### config.mk
export PLATFORM = sky130hd
export DESIGN_NAME = tbss_scheduler
export DESIGN_NICKNAME = d
export VERILOG_FILES = /design/src/rtl/tbss_pkg.sv /design/src/rtl/tbss_scheduler.sv
export SDC_FILE = /design/constraint.sdc
export NUM_CORES = 1
export LEC_CHECK = 0
export BUFFER_PORTS_ARGS = -buffer_cell sky130_fd_sc_hd__buf_4
export CAP_MARGIN = 20
export CORE_MARGIN = 4
export CORE_UTILIZATION = 65
export DETAILED_ROUTE_END_ITERATION = 12
export HOLD_SLACK_MARGIN = 0.02
export PLACE_DENSITY_LB_ADDON = 0.15
export SYNTH_ARGS = -nofsm -noshare
export SYNTH_HDL_FRONTEND = slang
export SYNTH_SLANG_ARGS = --single-unit
### constraint.sdc
create_clock -name core_clk -period 6.4 [get_ports core_clk]
set_input_delay 0 -clock core_clk [delete_from_list [all_inputs] [get_ports core_clk]]
set_output_delay 0 -clock core_clk [all_outputs]
set_load 0.01 [all_outputs]
### src/rtl/tbss_pkg.sv
// constants for the burst slot scheduler
package tbss_pkg;
  // clock and link timing
  localparam int unsigned CLK_HZ         = 100_000_000;
  localparam int unsigned SLOTS_PER_MIN  = 2250;
  localparam int unsigned MINUTE_S       = 60;
  localparam int unsigned SLOT_CYC_DEF   = 32'((64'(MINUTE_S) * 64'(CLK_HZ)) / 64'(SLOTS_PER_MIN));
  localparam int unsigned BIT_RATE_BPS   = 9600;
  localparam int unsigned BIT_CYC_DEF    = CLK_HZ / BIT_RATE_BPS;
  localparam int unsigned KEY_LIMIT_S    = 2;
  localparam int unsigned KEY_LIMIT_CYC  = KEY_LIMIT_S * CLK_HZ + 1;
  // burst layout
  localparam logic [2:0]  LAST_MSG_IDX   = 3'h7;
  localparam logic [11:0] SLOT_SPACING   = 12'h04B;
  localparam logic [11:0] SPACING_WAIT   = SLOT_SPACING - 12'h001;
  localparam logic [11:0] BURST_SPAN     = 12'h20D;
  localparam logic [11:0] GAP_NOMINAL    = 12'h8CA - BURST_SPAN - 12'h001;
  localparam int unsigned JITTER_S       = 6;
  localparam logic [11:0] JITTER_SLOTS   = 12'(JITTER_S * SLOTS_PER_MIN / MINUTE_S);
  localparam logic [8:0]  JITTER_SPAN    = 9'(2 * JITTER_S * SLOTS_PER_MIN / MINUTE_S + 1);
  // slot time-out values and text message placement
  localparam logic [2:0]  TIMEOUT_FIRST  = 3'h7;
  localparam logic [2:0]  TIMEOUT_TEST   = 3'h0;
  localparam logic [2:0]  TEXT_TIMEOUT_0 = 3'h7;
  localparam logic [2:0]  TEXT_TIMEOUT_1 = 3'h3;
  localparam logic [2:0]  TEXT_IDX_0     = 3'h4;
  localparam logic [2:0]  TEXT_IDX_1     = 3'h5;
  localparam logic [2:0]  TEST_TEXT_0    = 3'h0;
  localparam logic [2:0]  TEST_TEXT_1    = 3'h7;
  // transmission shape in bits
  localparam logic [7:0]  RAMP_BITS      = 8'h08;
  localparam logic [7:0]  TRAIN_BITS     = 8'h18;
  localparam logic [7:0]  FRAME_BITS_DEF = 8'hC8;
  // seeds and test pattern selection
  localparam logic [15:0] RAND_SEED      = 16'hACE1;
  localparam logic [8:0]  PRBS_SEED      = 9'h1FF;
  typedef enum logic [1:0] {PAT_NONE, PAT_REVERSALS, PAT_QUAD, PAT_PRBS} tbss_pat_e;
endpackage

### src/rtl/tbss_scheduler.sv
// tdma burst slot scheduler with test signal generator and key watchdog
`timescale 1ns/1ns
// Operation
// - random first slot sets whole schedule
// - other seven slots fixed from first
// - 75 slot spacing, channels alternate
// - active first burst time-out seven, then decrement
// - every slot is an eligible candidate
// - expiry picks one minute plus minus six
// - same time-out within a burst
// - text fifth and sixth at seven, three
// - text messages alternate channels
// - test burst time-out and sub-message zero
// - test mode sends exactly one burst
// - test burst text first and eighth
// - pattern one alternating bits, no encoding
// - pattern two 00001111, no encoding
// - pattern three 511-bit prbs, no encoding
// - ramp up before, ramp down after
// - continuous unmodulated carrier mode
// - edge trigger at transmission reference instant
// - slot grid aligned to two second reference
// - 9600 bps with 24-bit training
// - key held over two seconds shuts down
module tbss_scheduler
  import tbss_pkg::*;
#(
  parameter int unsigned SLOT_CYC   = tbss_pkg::SLOT_CYC_DEF,
  parameter int unsigned BIT_CYC    = tbss_pkg::BIT_CYC_DEF,
  parameter int unsigned KEY_CYC    = tbss_pkg::KEY_LIMIT_CYC,
  parameter logic [7:0]  FRAME_BITS = tbss_pkg::FRAME_BITS_DEF
) (
  // clock and reset
  input  wire logic       core_clk,
  input  wire logic       nrst,
  // pins from outside the clock domain
  input  wire logic       timeRefPin,
  input  wire logic       activatePin,
  input  wire logic       testModePin,
  input  wire logic       testSigGoPin,
  input  wire logic       carrierReqPin,
  // test pattern choice and frame data from the encoder
  input  wire tbss_pkg::tbss_pat_e testPatSel,
  input  wire logic       frameBitIn,
  // transmitter control
  output logic            txKey_r,
  output logic            rampUp_r,
  output logic            rampDown_r,
  output logic            carrierOnly_r,
  output logic            shutdown_r,
  // bit stream
  output logic            bitOut_r,
  output logic            bitValid_r,
  output logic            encodeBypass_r,
  // message attributes of the current transmission
  output logic            chanB_r,
  output logic            msgIsText_r,
  output logic [2:0]      slotTimeout_r,
  output logic            subMsgZero_r,
  output logic            refTrigger_r,
  output logic            schedActive_r
);
  import tbss_pkg::*;

  if (SLOT_CYC < 2 || BIT_CYC < 2 || KEY_CYC < 2 || FRAME_BITS < 8'h08) begin : g_chk
    $error("tbss_scheduler: parameter out of range");
  end

  typedef enum logic [1:0] {SCH_IDLE, SCH_WAIT, SCH_TX, SCH_DONE} tbss_sch_e;
  typedef enum logic [2:0] {B_IDLE, B_UP, B_TRAIN, B_FRAME, B_DOWN} tbss_bit_e;

  // bring a random word into the slot range without exclusion
  function automatic logic [11:0] modSlots(input logic [11:0] r);
    modSlots = (r >= 12'(SLOTS_PER_MIN)) ? r - 12'(SLOTS_PER_MIN) : r;
  endfunction

  //////////////////////////////////////////////////////////////////////////////
  // pin synchronisers: three stages, stable once stages two and three agree
  logic [4:0] pinS1, pinS2, pinS3, pinStab, pinPrev;
  wire  [4:0] pinRaw = {carrierReqPin, testSigGoPin, testModePin, activatePin, timeRefPin};
  always_ff @(posedge core_clk) begin
    if (!nrst) begin
      pinS1   <= 5'h00;
      pinS2   <= 5'h00;
      pinS3   <= 5'h00;
      pinStab <= 5'h00;
      pinPrev <= 5'h00;
    end else begin
      pinS1   <= pinRaw;
      pinS2   <= pinS1;
      pinS3   <= pinS2;
      pinStab <= (pinS2 & pinS3) | (pinStab & (pinS2 | pinS3));
      pinPrev <= pinStab;
    end
  end
  wire [4:0] pinRise  = pinStab & ~pinPrev;
  wire       refRise  = pinRise[0];
  wire       actRise  = pinRise[1];
  wire       actLevel = pinStab[1];
  wire       testLvl  = pinStab[2];
  wire       sigGo    = pinRise[3];
  wire       cwLevel  = pinStab[4];

  //////////////////////////////////////////////////////////////////////////////
  // free-running random source
  logic [15:0] rand_r;
  always_ff @(posedge core_clk) begin
    if (!nrst) rand_r <= RAND_SEED;
    else       rand_r <= {rand_r[14:0], rand_r[15] ^ rand_r[13] ^ rand_r[12] ^ rand_r[10]};
  end
  wire [11:0] randSlot = modSlots(rand_r[11:0]);
  wire [8:0]  jitRaw   = rand_r[15:7];
  wire [8:0]  jitSlots = (jitRaw >= JITTER_SPAN) ? jitRaw - JITTER_SPAN : jitRaw;
  wire [11:0] gapJit   = GAP_NOMINAL - JITTER_SLOTS + {3'h0, jitSlots};

  //////////////////////////////////////////////////////////////////////////////
  // slot grid, realigned on each reference mark and free-running between them
  logic [21:0] slotPhase_r;
  wire         slotEnd  = (slotPhase_r == 22'(SLOT_CYC - 1));
  wire         slotTick = slotEnd | refRise;
  always_ff @(posedge core_clk) begin
    if (!nrst || slotTick) slotPhase_r <= 22'h000000;
    else                   slotPhase_r <= slotPhase_r + 22'h000001;
  end

  //////////////////////////////////////////////////////////////////////////////
  // scheduler state
  tbss_sch_e   schState_r, schState_nxt;
  logic [11:0] slotsToGo_r, slotsToGo_nxt;
  logic [2:0]  msgIdx_r, msgIdx_nxt;
  logic [2:0]  timeout_r, timeout_nxt;
  logic        testRun_r, testRun_nxt;
  logic        patRun_r, patRun_nxt;
  tbss_pat_e   pat_r, pat_nxt;
  logic        txGo;
  logic        txDone;

  wire launch  = (schState_r == SCH_WAIT) && slotTick && (slotsToGo_r == 12'h000) && !shutdown_r;
  wire lastMsg = (msgIdx_r == LAST_MSG_IDX);

  // next-state for bursts, test burst and single test signal
  always_comb begin
    schState_nxt  = schState_r;
    slotsToGo_nxt = slotsToGo_r;
    msgIdx_nxt    = msgIdx_r;
    timeout_nxt   = timeout_r;
    testRun_nxt   = testRun_r;
    patRun_nxt    = patRun_r;
    pat_nxt       = pat_r;
    txGo          = 1'b0;
    case (schState_r)
      SCH_IDLE: begin
        if (actRise) begin
          testRun_nxt   = testLvl;
          slotsToGo_nxt = randSlot;
          msgIdx_nxt    = 3'h0;
          timeout_nxt   = testLvl ? TIMEOUT_TEST : TIMEOUT_FIRST;
          schState_nxt  = SCH_WAIT;
        end else if (sigGo && testPatSel != PAT_NONE) begin
          patRun_nxt    = 1'b1;
          pat_nxt       = testPatSel;
          slotsToGo_nxt = 12'h000;
          schState_nxt  = SCH_WAIT;
        end
      end
      SCH_WAIT: begin
        if (launch) begin
          txGo         = 1'b1;
          schState_nxt = SCH_TX;
        end else if (slotTick && slotsToGo_r != 12'h000) begin
          slotsToGo_nxt = slotsToGo_r - 12'h001;
        end
      end
      SCH_TX: begin
        if (txDone) begin
          schState_nxt = SCH_WAIT;
          if (patRun_r) begin
            patRun_nxt   = 1'b0;
            schState_nxt = SCH_IDLE;
          end else if (!lastMsg) begin
            msgIdx_nxt    = msgIdx_r + 3'h1;
            slotsToGo_nxt = SPACING_WAIT;
          end else if (testRun_r) begin
            schState_nxt = SCH_DONE;
          end else begin
            msgIdx_nxt = 3'h0;
            if (timeout_r == 3'h0) begin
              timeout_nxt   = TIMEOUT_FIRST;
              slotsToGo_nxt = gapJit;
            end else begin
              timeout_nxt   = timeout_r - 3'h1;
              slotsToGo_nxt = GAP_NOMINAL;
            end
          end
        end
      end
      SCH_DONE: schState_nxt = SCH_DONE;
      default:  schState_nxt = SCH_IDLE;
    endcase
    if (!actLevel && !patRun_nxt && schState_r != SCH_TX) begin
      schState_nxt = SCH_IDLE;
    end
  end

  // scheduler registers
  always_ff @(posedge core_clk) begin
    if (!nrst) begin
      schState_r  <= SCH_IDLE;
      slotsToGo_r <= 12'h000;
      msgIdx_r    <= 3'h0;
      timeout_r   <= TIMEOUT_FIRST;
      testRun_r   <= 1'b0;
      patRun_r    <= 1'b0;
      pat_r       <= PAT_NONE;
    end else begin
      schState_r  <= schState_nxt;
      slotsToGo_r <= slotsToGo_nxt;
      msgIdx_r    <= msgIdx_nxt;
      timeout_r   <= timeout_nxt;
      testRun_r   <= testRun_nxt;
      patRun_r    <= patRun_nxt;
      pat_r       <= pat_nxt;
    end
  end

  // message placement of the launching transmission
  wire activeText = ((timeout_r == TEXT_TIMEOUT_0) || (timeout_r == TEXT_TIMEOUT_1)) &&
                    ((msgIdx_r == TEXT_IDX_0) || (msgIdx_r == TEXT_IDX_1));
  wire testText   = (msgIdx_r == TEST_TEXT_0) || (msgIdx_r == TEST_TEXT_1);
  wire textNow    = !patRun_r && (testRun_r ? testText : activeText);
  wire chanNow    = !patRun_r && msgIdx_r[0];

  //////////////////////////////////////////////////////////////////////////////
  // bit engine: ramp up, training, frame, ramp down
  tbss_bit_e   bState_r;
  logic [13:0] bitPhase_r;
  logic [7:0]  bitCnt_r;
  logic [2:0]  patCnt_r;
  logic [8:0]  prbs_r;
  wire  bitTick = (bitPhase_r == 14'(BIT_CYC - 1));
  wire  lastBit = bitTick && (bState_r == B_UP    ? bitCnt_r == RAMP_BITS - 8'h01 :
                              bState_r == B_TRAIN ? bitCnt_r == TRAIN_BITS - 8'h01 :
                              bState_r == B_FRAME ? bitCnt_r == FRAME_BITS - 8'h01 :
                              bitCnt_r == RAMP_BITS - 8'h01);
  wire  dataBit = (bState_r == B_TRAIN) || (bState_r == B_FRAME);
  wire  patBit  = (pat_r == PAT_REVERSALS) ? patCnt_r[0] :
                  (pat_r == PAT_QUAD)      ? patCnt_r[2] : prbs_r[8];
  wire  nextBit = patRun_r ? patBit : (bState_r == B_TRAIN) ? bitCnt_r[0] : frameBitIn;
  assign txDone = (bState_r == B_DOWN) && lastBit;

  // bit engine sequencing at 9600 bps
  always_ff @(posedge core_clk) begin
    if (!nrst) begin
      bState_r   <= B_IDLE;
      bitPhase_r <= 14'h0000;
      bitCnt_r   <= 8'h00;
    end else if (txGo) begin
      bState_r   <= B_UP;
      bitPhase_r <= 14'h0000;
      bitCnt_r   <= 8'h00;
    end else if (bState_r != B_IDLE) begin
      bitPhase_r <= bitTick ? 14'h0000 : bitPhase_r + 14'h0001;
      if (lastBit) begin
        bitCnt_r <= 8'h00;
        case (bState_r)
          B_UP:    bState_r <= B_TRAIN;
          B_TRAIN: bState_r <= B_FRAME;
          B_FRAME: bState_r <= B_DOWN;
          default: bState_r <= B_IDLE;
        endcase
      end else if (bitTick) begin
        bitCnt_r <= bitCnt_r + 8'h01;
      end
    end
  end

  // test pattern generators step once per sent bit
  always_ff @(posedge core_clk) begin
    if (!nrst || txGo) begin
      patCnt_r <= 3'h0;
      prbs_r   <= PRBS_SEED;
    end else if (bitTick && dataBit) begin
      patCnt_r <= patCnt_r + 3'h1;
      prbs_r   <= {prbs_r[7:0], prbs_r[8] ^ prbs_r[4]};
    end
  end

  //////////////////////////////////////////////////////////////////////////////
  // key watchdog, independent of the scheduler
  logic [27:0] keyCnt_r;
  always_ff @(posedge core_clk) begin
    if (!nrst || !txKey_r) keyCnt_r <= 28'h0000000;
    else                   keyCnt_r <= keyCnt_r + 28'h0000001;
  end

  //////////////////////////////////////////////////////////////////////////////
  // registered outputs
  always_ff @(posedge core_clk) begin
    if (!nrst) begin
      shutdown_r     <= 1'b0;
      txKey_r        <= 1'b0;
      rampUp_r       <= 1'b0;
      rampDown_r     <= 1'b0;
      carrierOnly_r  <= 1'b0;
      bitOut_r       <= 1'b0;
      bitValid_r     <= 1'b0;
      encodeBypass_r <= 1'b0;
      refTrigger_r   <= 1'b0;
      schedActive_r  <= 1'b0;
    end else begin
      shutdown_r     <= shutdown_r || (keyCnt_r >= 28'(KEY_CYC));
      txKey_r        <= !shutdown_r && (txGo || bState_r != B_IDLE || carrierOnly_r);
      rampUp_r       <= !shutdown_r && (txGo || bState_r == B_UP);
      rampDown_r     <= !shutdown_r && (bState_r == B_DOWN);
      carrierOnly_r  <= !shutdown_r && cwLevel && schState_r == SCH_IDLE;
      bitValid_r     <= bitTick && dataBit;
      encodeBypass_r <= patRun_r && (txGo || bState_r != B_IDLE);
      refTrigger_r   <= txGo;
      schedActive_r  <= (schState_r == SCH_WAIT) || (schState_r == SCH_TX);
      if (bitTick && dataBit) bitOut_r <= nextBit;
    end
  end

  // per-transmission attributes, held until the next launch
  always_ff @(posedge core_clk) begin
    if (!nrst) begin
      chanB_r       <= 1'b0;
      msgIsText_r   <= 1'b0;
      slotTimeout_r <= 3'h0;
      subMsgZero_r  <= 1'b0;
    end else if (txGo) begin
      chanB_r       <= chanNow;
      msgIsText_r   <= textNow;
      slotTimeout_r <= timeout_r;
      subMsgZero_r  <= testRun_r;
    end
  end
endmodule // tbss_scheduler

==> out/qor.yml, run 1 <==
outcome:
  status: "completed"
setup_path:
  arrival_ns: 3.81
  crit_top_cell: "or4_1"
  cp_max_fo: 16
  cp_data_required_time_ns: 6.75
  startpoint_type: "flip-flop"
  crit_chain: "or4_1, o21ai_0, mux2_2, ha_1, nor2b_1, nor2_1, a221o_1, or4_1, and3_1, a21oi_1"
  path_buf_inv: 0
  endpoint_kind: "flip-flop"
  worst-setup-path-type: "reg2reg"
  slowest_stage: "or4_1"
  cpPeakStageDelay_ns: 0.65
  crit_family: "simple AND/OR/NAND/NOR gates"
sta:
  rsz0062_at_grt: "no"
  worst_pin_slew_ns: 0.8720
  setup_viol: 0
  maxSlewViolCount: 0
  relSlewSlack_pct: 41.72
  hold_viol_final: 0
  fin_crit_sh_pct: 54.17
  hold_slack_ns: 0.1191
  fin_worst_skew_ns: 0.007784
  period_needed_ns: 3.467
  fmax_mhz: 288.4
  setup_tns_ns: 0
synthesis:
  synth_edf_count: 0
  yosysWarnings: 0
  yosys.cell_types.count: 65
  postSynthCellCount: 924
  yosysSeqAreaShare_pct: 41.49
  async_flop_share_pct: 0
  netlist_area_um2: 8009
  synth_ff_type: "dfxtp_1"
  ys_ff_latch: 166
  synth_nets: 959
  synth.avg_cell_area_um2: 8.668
cells_and_area:
  utilization_pct: 73.83
  area_delta_synth_final_pct: 11.19
  fill_cells: 914
  final-instance-count-excl-fill: 1121
  final_cell_mix: "dfxtp_1, nor2_1, nand2_1, xor2_1, nand3_1"
  drive_gt1_share_pct: 8.499
  final_common_cell: "dfxtp_1"
  nets: 975
  diodes: 0
clock_network:
  cts.sink_count: 166
  cts_setup_buffers: 0
  cts_buffers: 17
  insertion_delay_ns: 0.42
  clk_path_buf_depth: 2
  cts-root-buf: "clkbuf_16"
  path_clk_slew_ns: 0.06
  htree_levels: 4
  cts_tree: "yes"
power:
  p_sw_mw: 0.4860
  leakagePower_nw: 3.364
  p_int_mw: 1.651
  clock_power_share_pct: 45.3
  irDropWorstVdd_uv: 305.2
  powerDensity_nw_per_um2: 240.0
  pwr-share-seq_pct: 49.7
  combPwrFrac_pct: 5.0
  swShare_pct: 22.74
die:
  core_area_um2: 12060
  die_area_um2: 14160
  die_x_um: 119
  die_h_um: 119
  pin_count: 26
  floorplan.initialDensity_pct: 66.40
  rows: 40
route:
  ant_nets: 0
  drt_first_iter_violations: 427
  wl_per_cell_um: 14.89
  route.detailed.drc: 0
  vias: 6477
  wirelength_um: 16690
  drt_pass1_iterations: 5
  via_per_inst: 5.778
place:
  dp_cells: 1082
  port_buffers: 25
  gp_congestion: 0.9245
  dp_hpwl_um: 11520
grt:
  grt_pass1_vias: 6255
  antenna_found_initial: 0
  grt_usage_pct: 23.97
  grt_max_degree: 87
  grt_pass1_wl_um: 28670
  overflow: 0
hold_path:
  hp-class: "in2reg"
run:
  maxCapViolCount: 0
-- logic make-up after synthesis --
kind of cell | share of synthesized area [%]
simple gates | 25.87
flops | 41.49
compound gates | 12.54
xor+xnor | 9.077
buf+inv | 3.140
mux | 3.968
fa+ha+maj | 3.906
-- final timing paths --
path / from / to / slack, ns / cells after the start
max: rand_r[11] / slotsToGo_r[6] / 2.93 / 10
min: nrst / rand_r[0] / 0.12 / 2
max reg2reg: rand_r[11] / slotsToGo_r[6] / 2.93 / 10
min reg2reg: pinS1[3] / pinS2[3] / 0.44 / 1
-- cell type report --
| cell class | instances | area (um2) | share of cell area, % |
|---|---|---|---|
| clock buffer | 23 | 467.9 | 5.255 |
| timing repair buffer | 35 | 280.3 | 3.147 |
| clock inverter | 9 | 91.34 | 1.026 |
| multi-input combinational | 694 | 4434 | 49.80 |
| inverter | 26 | 97.59 | 1.096 |
| sequential | 166 | 3323 | 37.32 |
| tap | 168 | 210.2 | 2.361 |
-- power groups by stage --
stage	clock network, mW	registers (mW)	logic, mW
6_report	0.968	1.06	0.106
5_1_grt	1.03	1.06	0.117
4_1_cts	0.979	1.06	0.105
3_5_place_dp	0	1.09	0.0999
3_3_place_gp	0	1.08	0.0976
2_1_floorplan	0	1.08	0.0807
-- flip-flops by register name, indices dropped and copies added, names as in the netlist, 2 cells and up --
| signal | cells |
|---|---|
| bState_r | 3 |
| bitCnt_r | 8 |
| bitPhase_r | 14 |
| keyCnt_r | 28 |
| msgIdx_r | 3 |
| patCnt_r | 3 |
| pat_r | 2 |
| pinPrev | 3 |
| pinS1 | 5 |
| pinS2 | 5 |
| pinS3 | 5 |
| pinStab | 5 |
| prbs_r | 9 |
| rand_r | 16 |
| schState_r | 2 |
| slotPhase_r | 22 |
| slotTimeout_r | 3 |
| slotsToGo_r | 12 |
| timeout_r | 3 |
-- synthesized netlist by cell type, types with 5 or more instances --
cell      count  share of area [%]
nor2b_1      18                1.4
dfxtp_1     166                 41
o221a_2       5               0.70
nor2_1      118                5.5
nor3_1       15               0.94
and3_1       18                1.4
nand2_1      94                4.4
o211ai_1      6               0.56
o21ai_0      26                1.6
xnor2_1      35                3.8
and2_1       35                2.7
o211a_1       5               0.62
a21boi_0      8               0.75
or3_1         9               0.70
nor4_1        7               0.55
nand4_1      16                1.2
mux2i_1      25                3.1
nand3_1      38                2.4
nand3b_1      5               0.47
mux2_2        6               0.84
ha_1         25                3.9
inv_1        26                1.2
a21oi_1      32                2.0
nand2b_1     17                1.3
xor2_1       48                5.2
a31oi_1       9               0.70
a211oi_1      6               0.56
buf_2         8               0.50
clkbuf_1     28                1.3
-- through the flow --
stage          instance area [um2]  setup slack [ns]  power (mW)
6_report                      8905             2.933       2.137
5_1_grt                       8905             2.751       2.212
4_1_cts                       8905             2.983       2.147
3_5_place_dp                  8275             3.012       1.186
3_3_place_gp                  8275             3.206       1.182
2_1_floorplan                 8009             3.379       1.159
-- metal layers --
| metal | global-route usage [%] | wire (um) |
|---|---|---|
| met3 | 5.461 | 726 |
| met4 | 8.327 | 318 |
| met2 | 40.73 | 8204 |
| met5 | 0 | 0 |
| met1 | 29.90 | 7438 |
-- worst reg2reg max path: cells and delay by family (launching register included) --
| family | cells | cell delay [ns] |
|---|---|---|
| mux | 1 | 0.26 |
| fa+ha+maj | 1 | 0.22 |
| compound gates | 3 | 0.94 |
| flops | 1 | 0.48 |
| simple gates | 5 | 1.50 |
-- repair_timing --
action	CTS	global route
hold buffers	7	0
resized for setup	0	0
hold endpoints to repair	7	0
Power figures use the tool's default switching activity.
==> run 2, diff against run 1 <==
--- a/config.mk
+++ b/config.mk
@@ -5,10 +5,11 @@
 export SDC_FILE = /design/constraint.sdc
 export NUM_CORES = 1
 export LEC_CHECK = 0
+export ABC_AREA = 1
 export BUFFER_PORTS_ARGS = -buffer_cell sky130_fd_sc_hd__buf_4
 export CAP_MARGIN = 20
 export CORE_MARGIN = 4
-export CORE_UTILIZATION = 65
+export CORE_UTILIZATION = 56
 export DETAILED_ROUTE_END_ITERATION = 12
 export HOLD_SLACK_MARGIN = 0.02
 export PLACE_DENSITY_LB_ADDON = 0.15
==> constraint.sdc (replaced) <==
create_clock -name core_clk -period 2.9 [get_ports core_clk]
set_input_delay 0 -clock core_clk [delete_from_list [all_inputs] [get_ports core_clk]]
set_output_delay 0 -clock core_clk [all_outputs]
set_load 0.01 [all_outputs]
==> run 2 against run 1 <==
Cell count rose by 25%; area after synthesis rose by 4.3%; sequential cell count did not move; sequential power rose by 120%; largest power group is now clock; hold slack got worse by 0.056 ns; via count rose by 13%.
==> out/qor.yml, run 2 <==
outcome:
  status: "completed"
cells_and_area:
  area_delta_synth_final_pct: 12.64
  diodes: 0
  largest_register_ffs: 28
  fill_cells: 1254
  final_common_cell: "nand2_1"
  drive_gt1_share_pct: 10.53
  multi_input_area_um2: 4235
  nets: 1237
  final_cell_mix: "nand2_1, inv_1, dfxtp_1, nor2_1, nand3_1"
  largest_registers: "keyCnt_r: 28 flops, slotPhase_r: 22 flops, rand_r: 16 flops"
  regArea_um2: 3323
  regMostFlops: "keyCnt_r"
  finalInstanceArea_um2: 9412
clock_network:
  cts_buffers: 17
  clk_path_buf_depth: 2
  insertion_delay_ns: 0.44
  cts-root-buf: "clkbuf_16"
  cts.sink_count: 166
  cts_tree: "yes"
  htree_levels: 4
  cts_resized: 0
  path_clk_slew_ns: 0.07
place:
  place_ws_ns: 0.5959
  gp_congestion: 0.9049
  postPlaceCellArea_um2: 8716
  port_buffers: 25
  dp_hpwl_um: 12550
setup_path:
  worst-setup-path-type: "reg2reg"
  cp_max_fo: 9
  cp_data_required_time_ns: 3.23
  reg2reg_to: "slotsToGo_r[4]"
  path_buf_inv: 3
  worstReg2RegStart: "rand_r[7]"
  startpoint_type: "flip-flop"
  r2r_slack_ns: 0.58
  slowest_stage: "dfxtp_1"
  crit_chain: "ha_1, inv_1, nand3_2, nand2_4, nand2_4, nand2_1, nand2_2, ha_1, inv_1, nand3_1, nand3_1, nand2_1, o21ai_0, nand3_1, o21ai_1, inv_1"
  endpoint_kind: "flip-flop"
  arrival_ns: 2.65
  crit_family: "simple AND/OR/NAND/NOR gates"
  cpPeakStageDelay_ns: 0.39
  r2r_cells: 16
synthesis:
  yosysSeqAreaShare_pct: 39.77
  synth.avg_cell_area_um2: 7.178
  async_flop_share_pct: 0
  ys_top_cells_by_count: "nand2_1, inv_1, dfxtp_1, nor2_1, nand3_1"
  synth_edf_count: 0
  synth_area_leaders: "dfxtp_1, nand2_1, inv_1, nor2_1, nand3_1"
  postSynthCellCount: 1164
  yosysWarnings: 0
  netlist_area_um2: 8356
  synth_ff_type: "dfxtp_1"
  ys_ff_latch: 166
  yosysTopAreaCellShare_pct: 39.77
  yosysTopAreaCell: "dfxtp_1"
  synth_nets: 1199
  synthMostInstantiatedCell: "nand2_1"
  yosys.cell_types.count: 56
sta:
  hold_viol_final: 0
  fmax_mhz: 430.7
  rsz0062_at_grt: "no"
  period_needed_ns: 2.322
  fin_crit_sh_pct: 80.06
  fin_worst_skew_ns: 0.009752
  maxSlewViolCount: 0
  setup_tns_ns: 0
  setup_viol: 0
  worst_pin_slew_ns: 0.5837
  setup_ws_ns: 0.5783
  relSlewSlack_pct: 60.73
power:
  p_total_mw: 4.963
  swShare_pct: 23.91
  p_sw_mw: 1.186
  combPwrFrac_pct: 5.1
  pwr-share-seq_pct: 47.1
  p_int_mw: 3.777
  powerDensity_nw_per_um2: 527.3
  leakagePower_nw: 4.138
  irDropWorstVdd_uv: 414.5
  clock_power_share_pct: 47.8
route:
  vias: 7324
  wirelength_um: 17660
  ant_nets: 0
  wl_per_cell_um: 12.62
  drt_pass1_iterations: 5
  drt_first_iter_violations: 388
  route.detailed.drc: 0
  via_per_inst: 5.235
die:
  core_area_um2: 14590
  rows: 44
  die_x_um: 130.2
  pin_count: 26
  die_h_um: 130.2
  floorplan.initialDensity_pct: 57.27
  die_area_um2: 16940
grt:
  grt_pass1_vias: 6629
  antenna_found_initial: 0
  grt_pass1_wl_um: 29970
  overflow: 0
  grt_max_degree: 37
  grt_usage_pct: 21.75
hold_path:
  worstHoldStart: "frameBitIn"
  hp-class: "in2reg"
  min_to: "bitOut_r"
  min_path_cells: 5
run:
  maxCapViolCount: 0
-- run 2: power by group through the flow --
stage | combinational (mW) | sequential [mW] | clock (mW)
after floorplan | 0.191 | 2.38 | 0
after global placement | 0.239 | 2.39 | 0
after detailed placement | 0.242 | 2.39 | 0
after CTS | 0.254 | 2.34 | 2.42
after global routing | 0.291 | 2.34 | 2.51
final | 0.255 | 2.34 | 2.37
-- run 2: logic make-up after synthesis --
logic type               count (synthesis)  share of synthesized area [%]
AO/OA/AOI/OAI                          178                          11.95
adder cells (fa/ha/maj)                 25                          3.744
flip-flops                             166                          39.77
multiplexers                             1                         0.1198
buffers and inverters                  206                          9.539
XOR/XNOR                                31                          3.249
AND/OR/NAND/NOR                        557                          31.63
-- run 2: metal layers --
metal,share of wire (%),global-route usage (%),wire length [um]
met5,0,0,0
met4,2.3,8.985,405
met3,3.8,4.421,669
met2,45,34.37,7927
met1,49,29.09,8653
-- run 2: worst max path at each step --
stage | from | endpoint | depth (start not counted)
finish | rand_r[7] | slotsToGo_r[4] | 16
global route | rand_r[7] | slotsToGo_r[4] | 16
CTS | rand_r[7] | slotsToGo_r[4] | 16
detailed placement | rand_r[7] | slotsToGo_r[4] | 16
global placement | rand_r[7] | slotsToGo_r[4] | 16
floorplan | rand_r[7] | slotsToGo_r[4] | 16
-- run 2: worst register-to-register path, cell delays in order (launching register included) --
cell	delay, ns
dfxtp_1	0.39
ha_1	0.26
inv_1	0.11
nand3_2	0.10
nand2_4	0.12
nand2_4	0.10
nand2_1	0.09
nand2_2	0.07
ha_1	0.19
inv_1	0.05
nand3_1	0.11
nand3_1	0.14
nand2_1	0.06
o21ai_0	0.16
nand3_1	0.09
o21ai_1	0.12
inv_1	0.05
-- run 2: final cells by class --
class                           count  share of cell area (%)
Tap cell                          184                   2.446
Timing Repair Buffer               38                   3.244
Multi-Input combinational cell    792                   45.00
Sequential cell                   166                   35.31
Clock buffer                       18                   4.560
Clock inverter                     14                   1.981
Inverter                          187                   7.458
-- run 2: per-stage QoR --
step	hold WS, ns	utilization, %	std cells
after floorplan	0.09763	-	1164
after global placement	0.1808	59.74	1359
after detailed placement	0.1857	59.74	1359
after CTS	0.04821	64.51	1399
after global routing	0.06626	64.51	1399
final	0.06332	64.51	1399
-- run 2: repair_timing --
action / 4_1_cts / 5_1_grt
buffers inserted: 0 / 0
hold buffers: 8 / 0
hold endpoints to repair: 27 / 0
